### config.mk
export PLATFORM = sky130hd
export DESIGN_NAME = scp_pipe_ctrl
export DESIGN_NICKNAME = d
export VERILOG_FILES = /design/src/scp_pkg.sv /design/src/scp_reset_sync.sv /design/src/scp_pipe_ctrl.sv
export SDC_FILE = /design/constraint.sdc
export NUM_CORES = 1
export LEC_CHECK = 0
export BUFFER_PORTS_ARGS = -buffer_cell sky130_fd_sc_hd__buf_2
export CAP_MARGIN = 20
export CORE_ASPECT_RATIO = 0.6
export CORE_UTILIZATION = 55
export CTS_CLUSTER_SIZE = 40
export DETAILED_ROUTE_END_ITERATION = 6
export PLACE_DENSITY = 0.82
export SLEW_MARGIN = 0
export SYNTH_ARGS = -nofsm -noshare
export SYNTH_HDL_FRONTEND = slang
export SYNTH_SLANG_ARGS = --single-unit
### constraint.sdc
create_clock -name clock -period 5.3 [get_ports clock]
set_input_delay 0.265 -clock clock [delete_from_list [all_inputs] [get_ports clock]]
set_output_delay 0.265 -clock clock [all_outputs]
set_load 0.03 [all_outputs]
### src/scp_pkg.sv
`default_nettype none
// ==========================================================
// shared types and constants of the system control pipeline
package scp_pkg;

	// width of a general register index
	localparam int REG_IDX_W = 4;
	// width of the execute slot counter
	localparam int EX_CNT_W = 3;

	// execute slots taken by each instruction shape
	localparam logic [EX_CNT_W-1:0] EX_SLOTS_SINGLE = 3'h1;
	localparam logic [EX_CNT_W-1:0] EX_SLOTS_BANKED = 3'h2;
	localparam logic [EX_CNT_W-1:0] EX_SLOTS_RETURN = 3'h3;
	localparam logic [EX_CNT_W-1:0] EX_SLOTS_TRAP = 3'h4;
	localparam logic [EX_CNT_W-1:0] EX_SLOTS_TRAP_DSP = 3'h6;
	// counter value while the last execute slot runs
	localparam logic [EX_CNT_W-1:0] EX_SLOT_LAST = 3'h1;
	localparam logic [EX_CNT_W-1:0] EX_CNT_IDLE = 3'h0;
	localparam logic [REG_IDX_W-1:0] REG_IDX_NONE = 4'h0;

	// ==========================================================
	// instruction groups as seen by the sequencer
	typedef enum logic [3:0] {
		cls_other,
		cls_store_control_reg_predecrement,
		cls_store_banked_predecrement,
		cls_clear_accumulator,
		cls_move_to_accumulator,
		cls_load_accumulator_postincrement,
		cls_move_from_accumulator,
		cls_store_accumulator_predecrement,
		cls_status_update,
		cls_exception_return,
		cls_software_trap,
		cls_sleep
	} scp_class_t;

endpackage : scp_pkg
`default_nettype wire

### src/scp_reset_sync.sv
`default_nettype none
// ==========================================================
// reset release synchroniser
module scp_reset_sync (
	input wire logic clock,
	input wire logic rst_n,
	output logic rst_sync_n
);
	import scp_pkg::*;

	logic stage1_q;

	// assert at once, release two edges later so no flop sees a ragged edge
	always_ff @(posedge clock or negedge rst_n) begin
		if (!rst_n) begin
			stage1_q <= 1'b0;
			rst_sync_n <= 1'b0;
		end else begin
			stage1_q <= 1'b1;
			rst_sync_n <= stage1_q;
		end
	end

endmodule : scp_reset_sync
`default_nettype wire

### src/scp_pipe_ctrl.sv
// Overview of operation
// - control register store: five stages, pointer written back
// - its memory slot holds off instruction fetch
// - dsp variant: next decode waits one slot
// - banked register store: six stages, two execute
// - banked store stalls next decode one cycle
// - banked store memory slot holds off fetch
// - accumulator clear/move-in: four stages, multiplier, contends
// - accumulator load: four stages, memory and multiplier
// - multiplier user after accumulator transfer stalls
// - accumulator move-out: five stages, dependent reader stalls
// - exception return: three execute, delayed branch
// - instruction after delay slot fetched, then dropped
// - return target fetched right after last execute
// - software trap: four execute, no delay slot
// - two instructions after trap are dropped
// - handler fetched right after last trap execute
// - dsp variant trap uses six execute slots
// - sleep: three stages, holds next fetch
// - after sleep executes, enter sleep or standby
// - status reader waits for pending status update
`default_nettype none
module scp_pipe_ctrl (
	input wire logic clock,
	input wire logic rst_n,
	input wire logic dsp_variant,
	input wire logic standby_select,
	input wire logic wake_req,
	input wire logic fetch_valid,
	input wire scp_pkg::scp_class_t fetch_class,
	input wire logic [scp_pkg::REG_IDX_W-1:0] fetch_dest,
	input wire logic [scp_pkg::REG_IDX_W-1:0] fetch_src_a,
	input wire logic [scp_pkg::REG_IDX_W-1:0] fetch_src_b,
	input wire logic fetch_reads_status,
	input wire logic fetch_uses_mult,
	output logic fetch_req_q,
	output logic fetch_redirect_q,
	output logic ex_valid_q,
	output var scp_pkg::scp_class_t ex_class_q,
	output logic mem_access_q,
	output logic mult_access_q,
	output logic pointer_writeback_q,
	output logic result_writeback_q,
	output logic status_writeback_q,
	output logic [scp_pkg::REG_IDX_W-1:0] writeback_dest_q,
	output logic squash_q,
	output logic sleep_mode_q,
	output logic standby_mode_q
);
	import scp_pkg::*;

	// ==========================================================
	// instruction shape lookups

	// execute slots for one instruction
	function automatic logic [EX_CNT_W-1:0] ex_slots(input scp_class_t c, input logic dsp);
		logic [EX_CNT_W-1:0] n;
		n = EX_SLOTS_SINGLE;
		unique case (c)
			cls_store_banked_predecrement: n = EX_SLOTS_BANKED;
			cls_exception_return: n = EX_SLOTS_RETURN;
			cls_software_trap: n = dsp ? EX_SLOTS_TRAP_DSP : EX_SLOTS_TRAP;
			default: n = EX_SLOTS_SINGLE;
		endcase
		return n;
	endfunction : ex_slots

	// instruction owns a memory stage
	function automatic logic has_ma(input scp_class_t c);
		return c inside {cls_store_control_reg_predecrement, cls_store_banked_predecrement,
			cls_clear_accumulator, cls_move_to_accumulator, cls_load_accumulator_postincrement,
			cls_move_from_accumulator, cls_store_accumulator_predecrement, cls_status_update};
	endfunction : has_ma

	// memory stage takes the bus away from instruction fetch
	function automatic logic ma_bus(input scp_class_t c);
		return has_ma(c) && (c != cls_status_update);
	endfunction : ma_bus

	// memory stage reaches data memory
	function automatic logic ma_mem(input scp_class_t c);
		return c inside {cls_store_control_reg_predecrement, cls_store_banked_predecrement,
			cls_load_accumulator_postincrement, cls_store_accumulator_predecrement};
	endfunction : ma_mem

	// accumulator and dsp register transfers reach the multiplier
	function automatic logic acc_xfer(input scp_class_t c);
		return c inside {cls_clear_accumulator, cls_move_to_accumulator,
			cls_load_accumulator_postincrement, cls_move_from_accumulator,
			cls_store_accumulator_predecrement};
	endfunction : acc_xfer

	// writeback of a decremented address register
	function automatic logic ptr_wb(input scp_class_t c);
		return c inside {cls_store_control_reg_predecrement, cls_store_banked_predecrement,
			cls_store_accumulator_predecrement};
	endfunction : ptr_wb

	// instruction changes the program flow after its execute slots
	function automatic logic branches(input scp_class_t c);
		return (c == cls_exception_return) || (c == cls_software_trap);
	endfunction : branches

	// ==========================================================
	// reset and variant strap

	logic rst_sync_n;
	logic dsp_taken_q;
	logic dsp_q;

	scp_reset_sync u_reset_sync (
		.clock(clock),
		.rst_n(rst_n),
		.rst_sync_n(rst_sync_n)
	);

	// strap caught once after release, never under the reset itself
	always_ff @(posedge clock or negedge rst_sync_n) begin
		if (!rst_sync_n) begin
			dsp_taken_q <= 1'b0;
			dsp_q <= 1'b0;
		end else if (!dsp_taken_q) begin
			dsp_taken_q <= 1'b1;
			dsp_q <= dsp_variant;
		end
	end

	// ==========================================================
	// stage registers

	logic fb_v_q;
	scp_class_t fb_cls_q;
	logic [REG_IDX_W-1:0] fb_dest_q;
	logic [REG_IDX_W-1:0] fb_src_a_q;
	logic [REG_IDX_W-1:0] fb_src_b_q;
	logic fb_rs_q;
	logic fb_um_q;
	logic id_v_q;
	scp_class_t id_cls_q;
	logic [REG_IDX_W-1:0] id_dest_q;
	logic [REG_IDX_W-1:0] id_src_a_q;
	logic [REG_IDX_W-1:0] id_src_b_q;
	logic id_rs_q;
	logic id_um_q;
	logic [EX_CNT_W-1:0] ex_cnt_q;
	logic [REG_IDX_W-1:0] ex_dest_q;
	logic ma_v_q;
	scp_class_t ma_cls_q;
	logic [REG_IDX_W-1:0] ma_dest_q;
	logic dsp_hold_q;

	// ==========================================================
	// stall and drop decisions

	logic incoming;
	logic ex_busy;
	logic ex_leaves;
	logic status_hazard;
	logic mult_hazard;
	logic dest_hazard;
	logic sleep_hold;
	logic id_stall;
	logic id_adv;
	logic id_free;
	logic kill_id;
	logic kill_fb;
	logic fb_next;
	logic ma_bus_next;
	logic redirect_due;

	// a fetched word only exists in the slot it was requested
	assign incoming = fetch_valid && fetch_req_q;

	// a multi-slot execute holds decode while later stages drain
	assign ex_busy = ex_valid_q && (ex_cnt_q > EX_SLOT_LAST);
	assign ex_leaves = ex_valid_q && !ex_busy;

	// reader waits while the update sits in execute or memory
	assign status_hazard = id_rs_q &&
		((ex_valid_q && ex_class_q == cls_status_update) || (ma_v_q && ma_cls_q == cls_status_update));

	// multiplier user directly behind an accumulator transfer
	assign mult_hazard = id_um_q && ex_valid_q && acc_xfer(ex_class_q);

	// reader of the register an accumulator move-out is writing
	assign dest_hazard = ex_valid_q &&
		(ex_class_q inside {cls_move_from_accumulator, cls_store_accumulator_predecrement}) &&
		(id_src_a_q == ex_dest_q || id_src_b_q == ex_dest_q);

	// nothing behind a sleep proceeds until wake
	assign sleep_hold = sleep_mode_q || standby_mode_q || (ex_valid_q && ex_class_q == cls_sleep);

	assign id_stall = ex_busy || status_hazard || mult_hazard || dest_hazard || dsp_hold_q || sleep_hold;

	// a trap in execute drops whatever sits in decode
	assign kill_id = ex_valid_q && ex_class_q == cls_software_trap;

	// a trap or return in execute drops everything fetched behind decode
	assign kill_fb = ex_valid_q && branches(ex_class_q);

	assign id_adv = id_v_q && !id_stall && !kill_id;
	assign id_free = !id_v_q || id_adv || kill_id;

	// fetch buffer still occupied in the next slot
	assign fb_next = !kill_fb && !id_free && (fb_v_q || incoming);

	// next slot has a memory stage that owns the bus
	assign ma_bus_next = ex_leaves && ma_bus(ex_class_q);

	// last execute slot of a trap or return
	assign redirect_due = ex_leaves && branches(ex_class_q);

	// ==========================================================
	// fetch buffer: holds a word fetched while decode stalls

	always_ff @(posedge clock or negedge rst_sync_n) begin
		if (!rst_sync_n) begin
			fb_v_q <= 1'b0;
			fb_cls_q <= cls_other;
			fb_dest_q <= REG_IDX_NONE;
			fb_src_a_q <= REG_IDX_NONE;
			fb_src_b_q <= REG_IDX_NONE;
			fb_rs_q <= 1'b0;
			fb_um_q <= 1'b0;
		end else begin
			fb_v_q <= fb_next;
			if (!fb_v_q && incoming) begin
				fb_cls_q <= fetch_class;
				fb_dest_q <= fetch_dest;
				fb_src_a_q <= fetch_src_a;
				fb_src_b_q <= fetch_src_b;
				fb_rs_q <= fetch_reads_status;
				fb_um_q <= fetch_uses_mult;
			end
		end
	end

	// ==========================================================
	// decode stage

	always_ff @(posedge clock or negedge rst_sync_n) begin
		if (!rst_sync_n) begin
			id_v_q <= 1'b0;
			id_cls_q <= cls_other;
			id_dest_q <= REG_IDX_NONE;
			id_src_a_q <= REG_IDX_NONE;
			id_src_b_q <= REG_IDX_NONE;
			id_rs_q <= 1'b0;
			id_um_q <= 1'b0;
		end else if (id_free) begin
			// buffered word goes first so program order holds
			if (fb_v_q) begin
				id_v_q <= !kill_fb;
				id_cls_q <= fb_cls_q;
				id_dest_q <= fb_dest_q;
				id_src_a_q <= fb_src_a_q;
				id_src_b_q <= fb_src_b_q;
				id_rs_q <= fb_rs_q;
				id_um_q <= fb_um_q;
			end else begin
				id_v_q <= incoming && !kill_fb;
				id_cls_q <= fetch_class;
				id_dest_q <= fetch_dest;
				id_src_a_q <= fetch_src_a;
				id_src_b_q <= fetch_src_b;
				id_rs_q <= fetch_reads_status;
				id_um_q <= fetch_uses_mult;
			end
		end
	end

	// ==========================================================
	// execute stage with its slot counter

	always_ff @(posedge clock or negedge rst_sync_n) begin
		if (!rst_sync_n) begin
			ex_valid_q <= 1'b0;
			ex_class_q <= cls_other;
			ex_cnt_q <= EX_CNT_IDLE;
			ex_dest_q <= REG_IDX_NONE;
		end else if (ex_busy) begin
			ex_cnt_q <= ex_cnt_q - EX_SLOT_LAST;
		end else if (id_adv) begin
			ex_valid_q <= 1'b1;
			ex_class_q <= id_cls_q;
			ex_cnt_q <= ex_slots(id_cls_q, dsp_q);
			ex_dest_q <= id_dest_q;
		end else begin
			ex_valid_q <= 1'b0;
			ex_cnt_q <= EX_CNT_IDLE;
		end
	end

	// dsp variant: control store delays the next decode one slot
	always_ff @(posedge clock or negedge rst_sync_n) begin
		if (!rst_sync_n) begin
			dsp_hold_q <= 1'b0;
		end else begin
			dsp_hold_q <= dsp_q && id_adv && id_cls_q == cls_store_control_reg_predecrement;
		end
	end

	// ==========================================================
	// memory stage: bus and multiplier strobes

	always_ff @(posedge clock or negedge rst_sync_n) begin
		if (!rst_sync_n) begin
			ma_v_q <= 1'b0;
			ma_cls_q <= cls_other;
			ma_dest_q <= REG_IDX_NONE;
			mem_access_q <= 1'b0;
			mult_access_q <= 1'b0;
		end else begin
			ma_v_q <= ex_leaves && has_ma(ex_class_q);
			ma_cls_q <= ex_class_q;
			ma_dest_q <= ex_dest_q;
			mem_access_q <= ex_leaves && ma_mem(ex_class_q);
			mult_access_q <= ex_leaves && acc_xfer(ex_class_q);
		end
	end

	// ==========================================================
	// writeback stage strobes

	always_ff @(posedge clock or negedge rst_sync_n) begin
		if (!rst_sync_n) begin
			pointer_writeback_q <= 1'b0;
			result_writeback_q <= 1'b0;
			status_writeback_q <= 1'b0;
			writeback_dest_q <= REG_IDX_NONE;
		end else begin
			pointer_writeback_q <= ma_v_q && ptr_wb(ma_cls_q);
			result_writeback_q <= ma_v_q && ma_cls_q == cls_move_from_accumulator;
			status_writeback_q <= ma_v_q && ma_cls_q == cls_status_update;
			writeback_dest_q <= ma_dest_q;
		end
	end

	// ==========================================================
	// instruction fetch request
	// the request is decided one slot ahead from the present stage contents,
	// so the fetch port stays a plain flop at the cost of a one-word buffer

	always_ff @(posedge clock or negedge rst_sync_n) begin
		if (!rst_sync_n) begin
			fetch_req_q <= 1'b0;
			fetch_redirect_q <= 1'b0;
		end else if (redirect_due) begin
			fetch_req_q <= 1'b1;
			fetch_redirect_q <= 1'b1;
		end else begin
			// a trap or return past its first execute slot fetches nothing more
			fetch_req_q <= !fb_next && !ma_bus_next && !kill_fb && !sleep_hold;
			fetch_redirect_q <= 1'b0;
		end
	end

	// ==========================================================
	// squash strobe: one pulse per slot in which a word is dropped

	always_ff @(posedge clock or negedge rst_sync_n) begin
		if (!rst_sync_n) begin
			squash_q <= 1'b0;
		end else begin
			squash_q <= (kill_id && id_v_q) || (kill_fb && (fb_v_q || incoming));
		end
	end

	// ==========================================================
	// low power entry and wake

	always_ff @(posedge clock or negedge rst_sync_n) begin
		if (!rst_sync_n) begin
			sleep_mode_q <= 1'b0;
			standby_mode_q <= 1'b0;
		end else if (wake_req) begin
			// wake wins so a late wake is never lost behind the entry
			sleep_mode_q <= 1'b0;
			standby_mode_q <= 1'b0;
		end else if (ex_valid_q && ex_class_q == cls_sleep) begin
			sleep_mode_q <= !standby_select;
			standby_mode_q <= standby_select;
		end
	end

endmodule : scp_pipe_ctrl
`default_nettype wire

Word level (Yosys, flattened, before mapping):

Cells that the tools add are included.

* register bits: 78
* output and inout port bits: 19
* input bits: 24
* word-level logic and storage cells: 147

* add/subtract/negate cells: 1
* mux-type cells: 18
* bitwise logic cells: 1
* reduce and logical (&&, ||, !) cells: 66
* magnitude comparators: 1
* eq/ne operators: 23

Operator list (count)
* 1-bit logical AND: 34
* 4-bit == test (second input constant): 7
* 4-bit by 3-bit == test with 1-bit output (second input constant): 6
* 4-bit by 2-bit == test with 1-bit output (second input constant): 4
* 4-bit two-way mux: 4
* 1-bit logical OR: 14
* 4-bit by 1-bit == test with 1-bit output (second input constant): 3
* 1-bit logical NOT: 11
* 1-bit two-way mux: 10
* 3-bit one-hot mux with 3 select lines: 1
* 4-bit == test: 2
* 8-bit nonzero test: 1
* 3-bit two-way mux: 2
* 5-bit nonzero test: 1
* 4-bit inequality test (second input constant): 1
* 2-bit nonzero test: 2
* 4-bit nonzero test: 1
* 3-bit by 1-bit > comparator with 1-bit output (second input constant): 1
* 3-bit nonzero test: 1
* 3-bit by 1-bit subtractor with 3-bit output (second input constant): 1
* 2-bit two-way mux: 1
* 2-bit AND reduction: 1
* 1-bit NOT: 1

Longest topological paths before layout:

* word-level depth: 22
* gate-level depth with buffers: 8
* depth with buffers taken out: 7

Modules after synthesis:

Synthesis repeated with hierarchy kept, for this count alone.

* cell total of the unflattened synthesis: 244
* area total of the unflattened synthesis: 3469.6 µm²

Modules (own cells, without submodules)
* scp_pipe_ctrl: sequential area each 1901.8 µm², area each 3415.8 µm², cells an instance 241, times used 1
* scp_reset_sync: sequential area each 50.0 µm², area each 53.8 µm², cells an instance 3, times used 1

Worst setup path after synthesis:

OpenSTA, ideal clock, no wires.

* path kind: register to register
* start point: reg ex_class_q[3]
* end point: reg id_dest_q[3]
* library setup time: 0.125 ns
* stages on the path, launching flop included: 8
* buffers on the path: 2
* setup slack: 3.187 ns
* data arrival time: 1.988 ns
* cells stage by stage: dfrtp_1 > buf_2 > nand3b_1 > nor3b_2 > nor3_4 > a311oi_4 > buf_6 > mux2_4

* longest elaborated chain between the ends: 14
* elaborated cells between the ends (all ways): 30
* those cells by class: eq/ne (8); reduce/logical (22)

Ends and longest elaborated chain
* start: declaration: RTL line scp_pipe_ctrl.sv:39 `output var scp_pkg::scp_class_t ex_class_q,`
* start signal: assignment: RTL line scp_pipe_ctrl.sv:278 `ex_class_q <= cls_other;`
* start signal: assignment: RTL line scp_pipe_ctrl.sv:285 `ex_class_q <= id_cls_q;`
* 4-bit == test: RTL line scp_pipe_ctrl.sv:180 `((ex_valid_q && ex_class_q == cls_status_update) || (ma_v_q && ma_cls_q == cls_status_update));`
* 1-bit logical AND: RTL line scp_pipe_ctrl.sv:180
* 1-bit logical OR: RTL line scp_pipe_ctrl.sv:180
* 1-bit logical AND: RTL line scp_pipe_ctrl.sv:179 `assign status_hazard = id_rs_q &&`
* 1-bit logical OR (5 in series): RTL line scp_pipe_ctrl.sv:193 `assign id_stall = ex_busy || status_hazard || mult_hazard || dest_hazard || dsp_hold_q || sleep_hold;`
* 1-bit logical NOT: RTL line scp_pipe_ctrl.sv:201 `assign id_adv = id_v_q && !id_stall && !kill_id;`
* 1-bit logical AND (2 in series): RTL line scp_pipe_ctrl.sv:201
* 1-bit logical OR: RTL line scp_pipe_ctrl.sv:202 `assign id_free = !id_v_q || id_adv || kill_id;`
* 1-bit logical OR (*): RTL line scp_pipe_ctrl.sv:202
* end signal: assignment: RTL line scp_pipe_ctrl.sv:255 `id_dest_q <= fb_dest_q;`
* end signal: assignment: RTL line scp_pipe_ctrl.sv:263 `id_dest_q <= fetch_dest;`
* end: declaration: RTL line scp_pipe_ctrl.sv:140 `logic [REG_IDX_W-1:0] id_dest_q;`

Mark *: on every way between the ends. The rest lies on a longest branch, timed or not.
A chain may end at the register's enable or synchronous reset.

Worst setup path after layout:

* start point: reg ex_cnt_q[0]
* end point: reg id_src_a_q[3]

* longest elaborated chain between the ends: 12

Ends and longest elaborated chain
* start: declaration: RTL line scp_pipe_ctrl.sv:145 `logic [EX_CNT_W-1:0] ex_cnt_q;`
* start signal: assignment: RTL line scp_pipe_ctrl.sv:282 `ex_cnt_q <= ex_cnt_q - EX_SLOT_LAST;`
* start signal: assignment: RTL line scp_pipe_ctrl.sv:286 `ex_cnt_q <= ex_slots(id_cls_q, dsp_q);`
* 3-bit by 1-bit > comparator with 1-bit output: RTL line scp_pipe_ctrl.sv:175 `assign ex_busy = ex_valid_q && (ex_cnt_q > EX_SLOT_LAST);`
* 1-bit logical AND: RTL line scp_pipe_ctrl.sv:175
* 1-bit logical OR (5 in series): RTL line scp_pipe_ctrl.sv:193
* 1-bit logical NOT: RTL line scp_pipe_ctrl.sv:201
* 1-bit logical AND (2 in series): RTL line scp_pipe_ctrl.sv:201
* 1-bit logical OR (2 in series): RTL line scp_pipe_ctrl.sv:202
* end signal: assignment: RTL line scp_pipe_ctrl.sv:256 `id_src_a_q <= fb_src_a_q;`
* end signal: assignment: RTL line scp_pipe_ctrl.sv:264 `id_src_a_q <= fetch_src_a;`
* end: declaration: RTL line scp_pipe_ctrl.sv:141 `logic [REG_IDX_W-1:0] id_src_a_q;`

Every way passes these cells.

==> reports/qor.yml <==
status: "finished clean"
wl_per_cell_um: 15.81
synth_area_leader_cell: "dfrtp_1"
clock-root-buffer: "clkbuf_8"
highest-signal-layer: "met4"
seqCellArea_um2: 1953
portBuffers: 42
ir_worst_vdd_mv: 0.2795
synth_edf_count: 0
syn_area_um2: 3466
antenna_found_initial: 0
rows: 21
cp-end-kind: "register"
drt_iter0_drc: 126
postCtsSetupBuffers: 0
cts_max_level: 3
fin_cells: 377
viasPerCell: 5.218
ys_async_sr_fraction: 1.000
cp_slowest_cell: "a311oi_4"
wl_met2_um: 2724
slew_headroom: 0.3707
gr-total-overflow: 0
cp_max_fo: 14
crit_arrival_ps: 2670
clk_latency_ps: 350
utilization: 0.6841
grt_use_total: 0.2064
yosys.area.top_type_share: 0.5632
swShare: 0.3615
combPwrFrac: 0.417
grt_pass1_wl_um: 10130
dp_hpwl_um: 4162
power_leakage_uw: 0.001823
grt_max_degree: 66
initial_utilization: 0.5969
synth_area_leaders: "dfrtp_1 (56%), mux2_2 (12%), mux2_4 (8.2%)"
avgSynthCellArea_um2: 14.26
drc: 0
total_power_uw: 2739
tightest_slew_ps: 941.1
yosysWarnings: 0
ys.flop_type: "dfrtp_1"
finalCritPeriodShare: 0.4599
required_ps: 5540
crit_path_start_kind: "register"
p_clk_frac: 0.184
worst-setup-path-type: "reg -> reg"
clock.fmax_ghz: 0.4103
p_seq_frac: 0.399
vias: 1967
place_congestion: 0.7722
dp_cells: 360
cts_tree: "done"
io-pin-count: 43
fill_cells: 426
switchingPower_uw: 990.2
post_route_cells_drive_above_1_share: 0.4310
finalSetupViolCount: 0
cts_max_path_buffers: 2
die_h_um: 63.49
fin_crit_ps: 2437
tns_ps: 0
finalHoldViolCount: 0
numCtsBuffers: 9
rsz0062_at_grt: "no"
max_stage_delay_ps: 500
diodes: 0
core_area_um2: 5807
skew_ps: 5.076
met1_length_um: 2843
layout.nets: 318
cts.clk_slew.worst_paths_ps: 70
ys_seq_area_frac: 0.5632
multi_input_area_um2: 1424
crit_chain: "ha_1 > o21ba_1 > or2_1 > a21oi_1 > a311oi_4 > buf_4 > mux2_4"
crit_buf_inv: 1
syn_to_final_growth_pct: 14.62
p_per_area_nw_per_um2: 689.5
die-area_um2: 6633
cp_top_family: "compound AO/OA/AOI/OAI gates"
maxCapViolations: 0
detail-route-antenna-nets: 0
postSynthCellCount: 243
finalWirelength_um: 5960
hold_path_class: "in -> reg"
met3_length_um: 312
internal_power_uw: 1749
dr.pass1.iters: 4
cts_sinks: 78
yosysUniqueCellTypes: 50
first_global_vias: 2082
die_width_um: 104.5
ys_ff_latch: 78
slew_viol_final: 0
## power by group through the flow
stage,clock [µW],sequential (µW),combinational (µW)
after floorplan,0,1130,915
after global placement,0,1090,1110
after detailed placement,0,1100,1150
after CTS,520,1090,1160
after global routing,546,1130,1230
final,505,1090,1140
## repair_timing
item                                   in CTS  in global routing
endpoints found under the hold margin       2                  0
gates resized for setup                     0                  0
hold buffers                                1                  0
## kinds of logic after synthesis
family,after synthesis,synth area share
flops,78,0.5632
buf+inv,15,0.02707
simple gates,48,0.09242
xor+xnor,12,0.03032
fa+ha+maj,2,0.007219
compound gates,24,0.05524
other cells,1,0.001082
mux,63,0.2235
## synthesized netlist by cell type, drive strengths merged, types with 3 or more instances
cell type / number
xor2: 8
mux2i: 5
mux2: 58
nor2b: 3
o21ai: 4
nor4: 3
inv: 7
nor2: 9
xnor2: 4
clkbuf: 4
dfrtp: 78
nor3: 8
nand2: 7
a21oi: 7
buf: 4
## final timing paths
| path | start | depth (start not counted) | endpoint | slack, ps |
|---|---|---|---|---|
| max | ex_cnt_q[0]$_DFF_PN0_ | 7 | id_src_a_q[3]$_DFFE_PN0P_ | 2860 |
| max in group asynchronous | u_reset_sync.rst_sync_n$_DFF_PN0_ | 1 | pointer_writeback_q$_DFF_PN0_ | 4120 |
| min in group asynchronous | u_reset_sync.rst_sync_n$_DFF_PN0_ | 0 | fb_src_a_q[3]$_DFFE_PN0P_ | 140 |
| max reg2reg | ex_cnt_q[0]$_DFF_PN0_ | 7 | id_src_a_q[3]$_DFFE_PN0P_ | 2860 |
| min reg2reg | u_reset_sync.rst_sync_n$_DFF_PN0_ | 0 | fb_src_a_q[3]$_DFFE_PN0P_ | 140 |
| min | wake_req | 2 | standby_mode_q$_DFFE_PN0P_ | 90 |
## layout make-up
cell class	count	area share
Tap cell	80	0.02520
Timing Repair Buffer	45	0.05921
Clock buffer	13	0.04252
Multi-Input combinational cell	151	0.3584
Clock inverter	3	0.01638
Sequential cell	78	0.4917
Inverter	7	0.006614
## worst register-to-register path, delay by kind of cell (launching register included)
| family | cells | cell delay, ps |
|---|---|---|
| flip-flops | 1 | 410 |
| AND/OR/NAND/NOR | 1 | 160 |
| buffers and inverters | 1 | 370 |
| multiplexers | 1 | 340 |
| adder cells (fa/ha/maj) | 1 | 200 |
| AO/OA/AOI/OAI | 3 | 840 |
## cell usage in the layout (no fill, tap or decap), drive strengths merged, types with 3 or more instances in the layout
| cell type | instances |
|---|---|
| mux2i | 5 |
| mux2 | 58 |
| nand2 | 7 |
| clkbuf | 13 |
| nor3 | 8 |
| nor2b | 3 |
| xnor2 | 4 |
| buf | 44 |
| a21oi | 7 |
| nor4 | 3 |
| xor2 | 8 |
| dfrtp | 78 |
| nor2 | 9 |
| inv | 7 |
| o21ai | 4 |
## per-layer routing
metal | vias to the layer above | global-route usage
li1 | 953 | -
met1 | 952 | 0.2685
met2 | 54 | 0.3171
met3 | 8 | 0.07971
met4 | 0 | 0.07143
met5 | - | 0
## through the flow
step	instance area, µm²	hold WS [ps]	setup slack, ps
2_1_floorplan	3470	-30.59	2967
3_3_place_gp	3729	50.25	2970
3_5_place_dp	3729	52.18	2890
4_1_cts	3973	69.83	2863
5_1_grt	3973	86.04	2702
6_report	3973	86.60	2863
(Power assumes the default switching activity.)
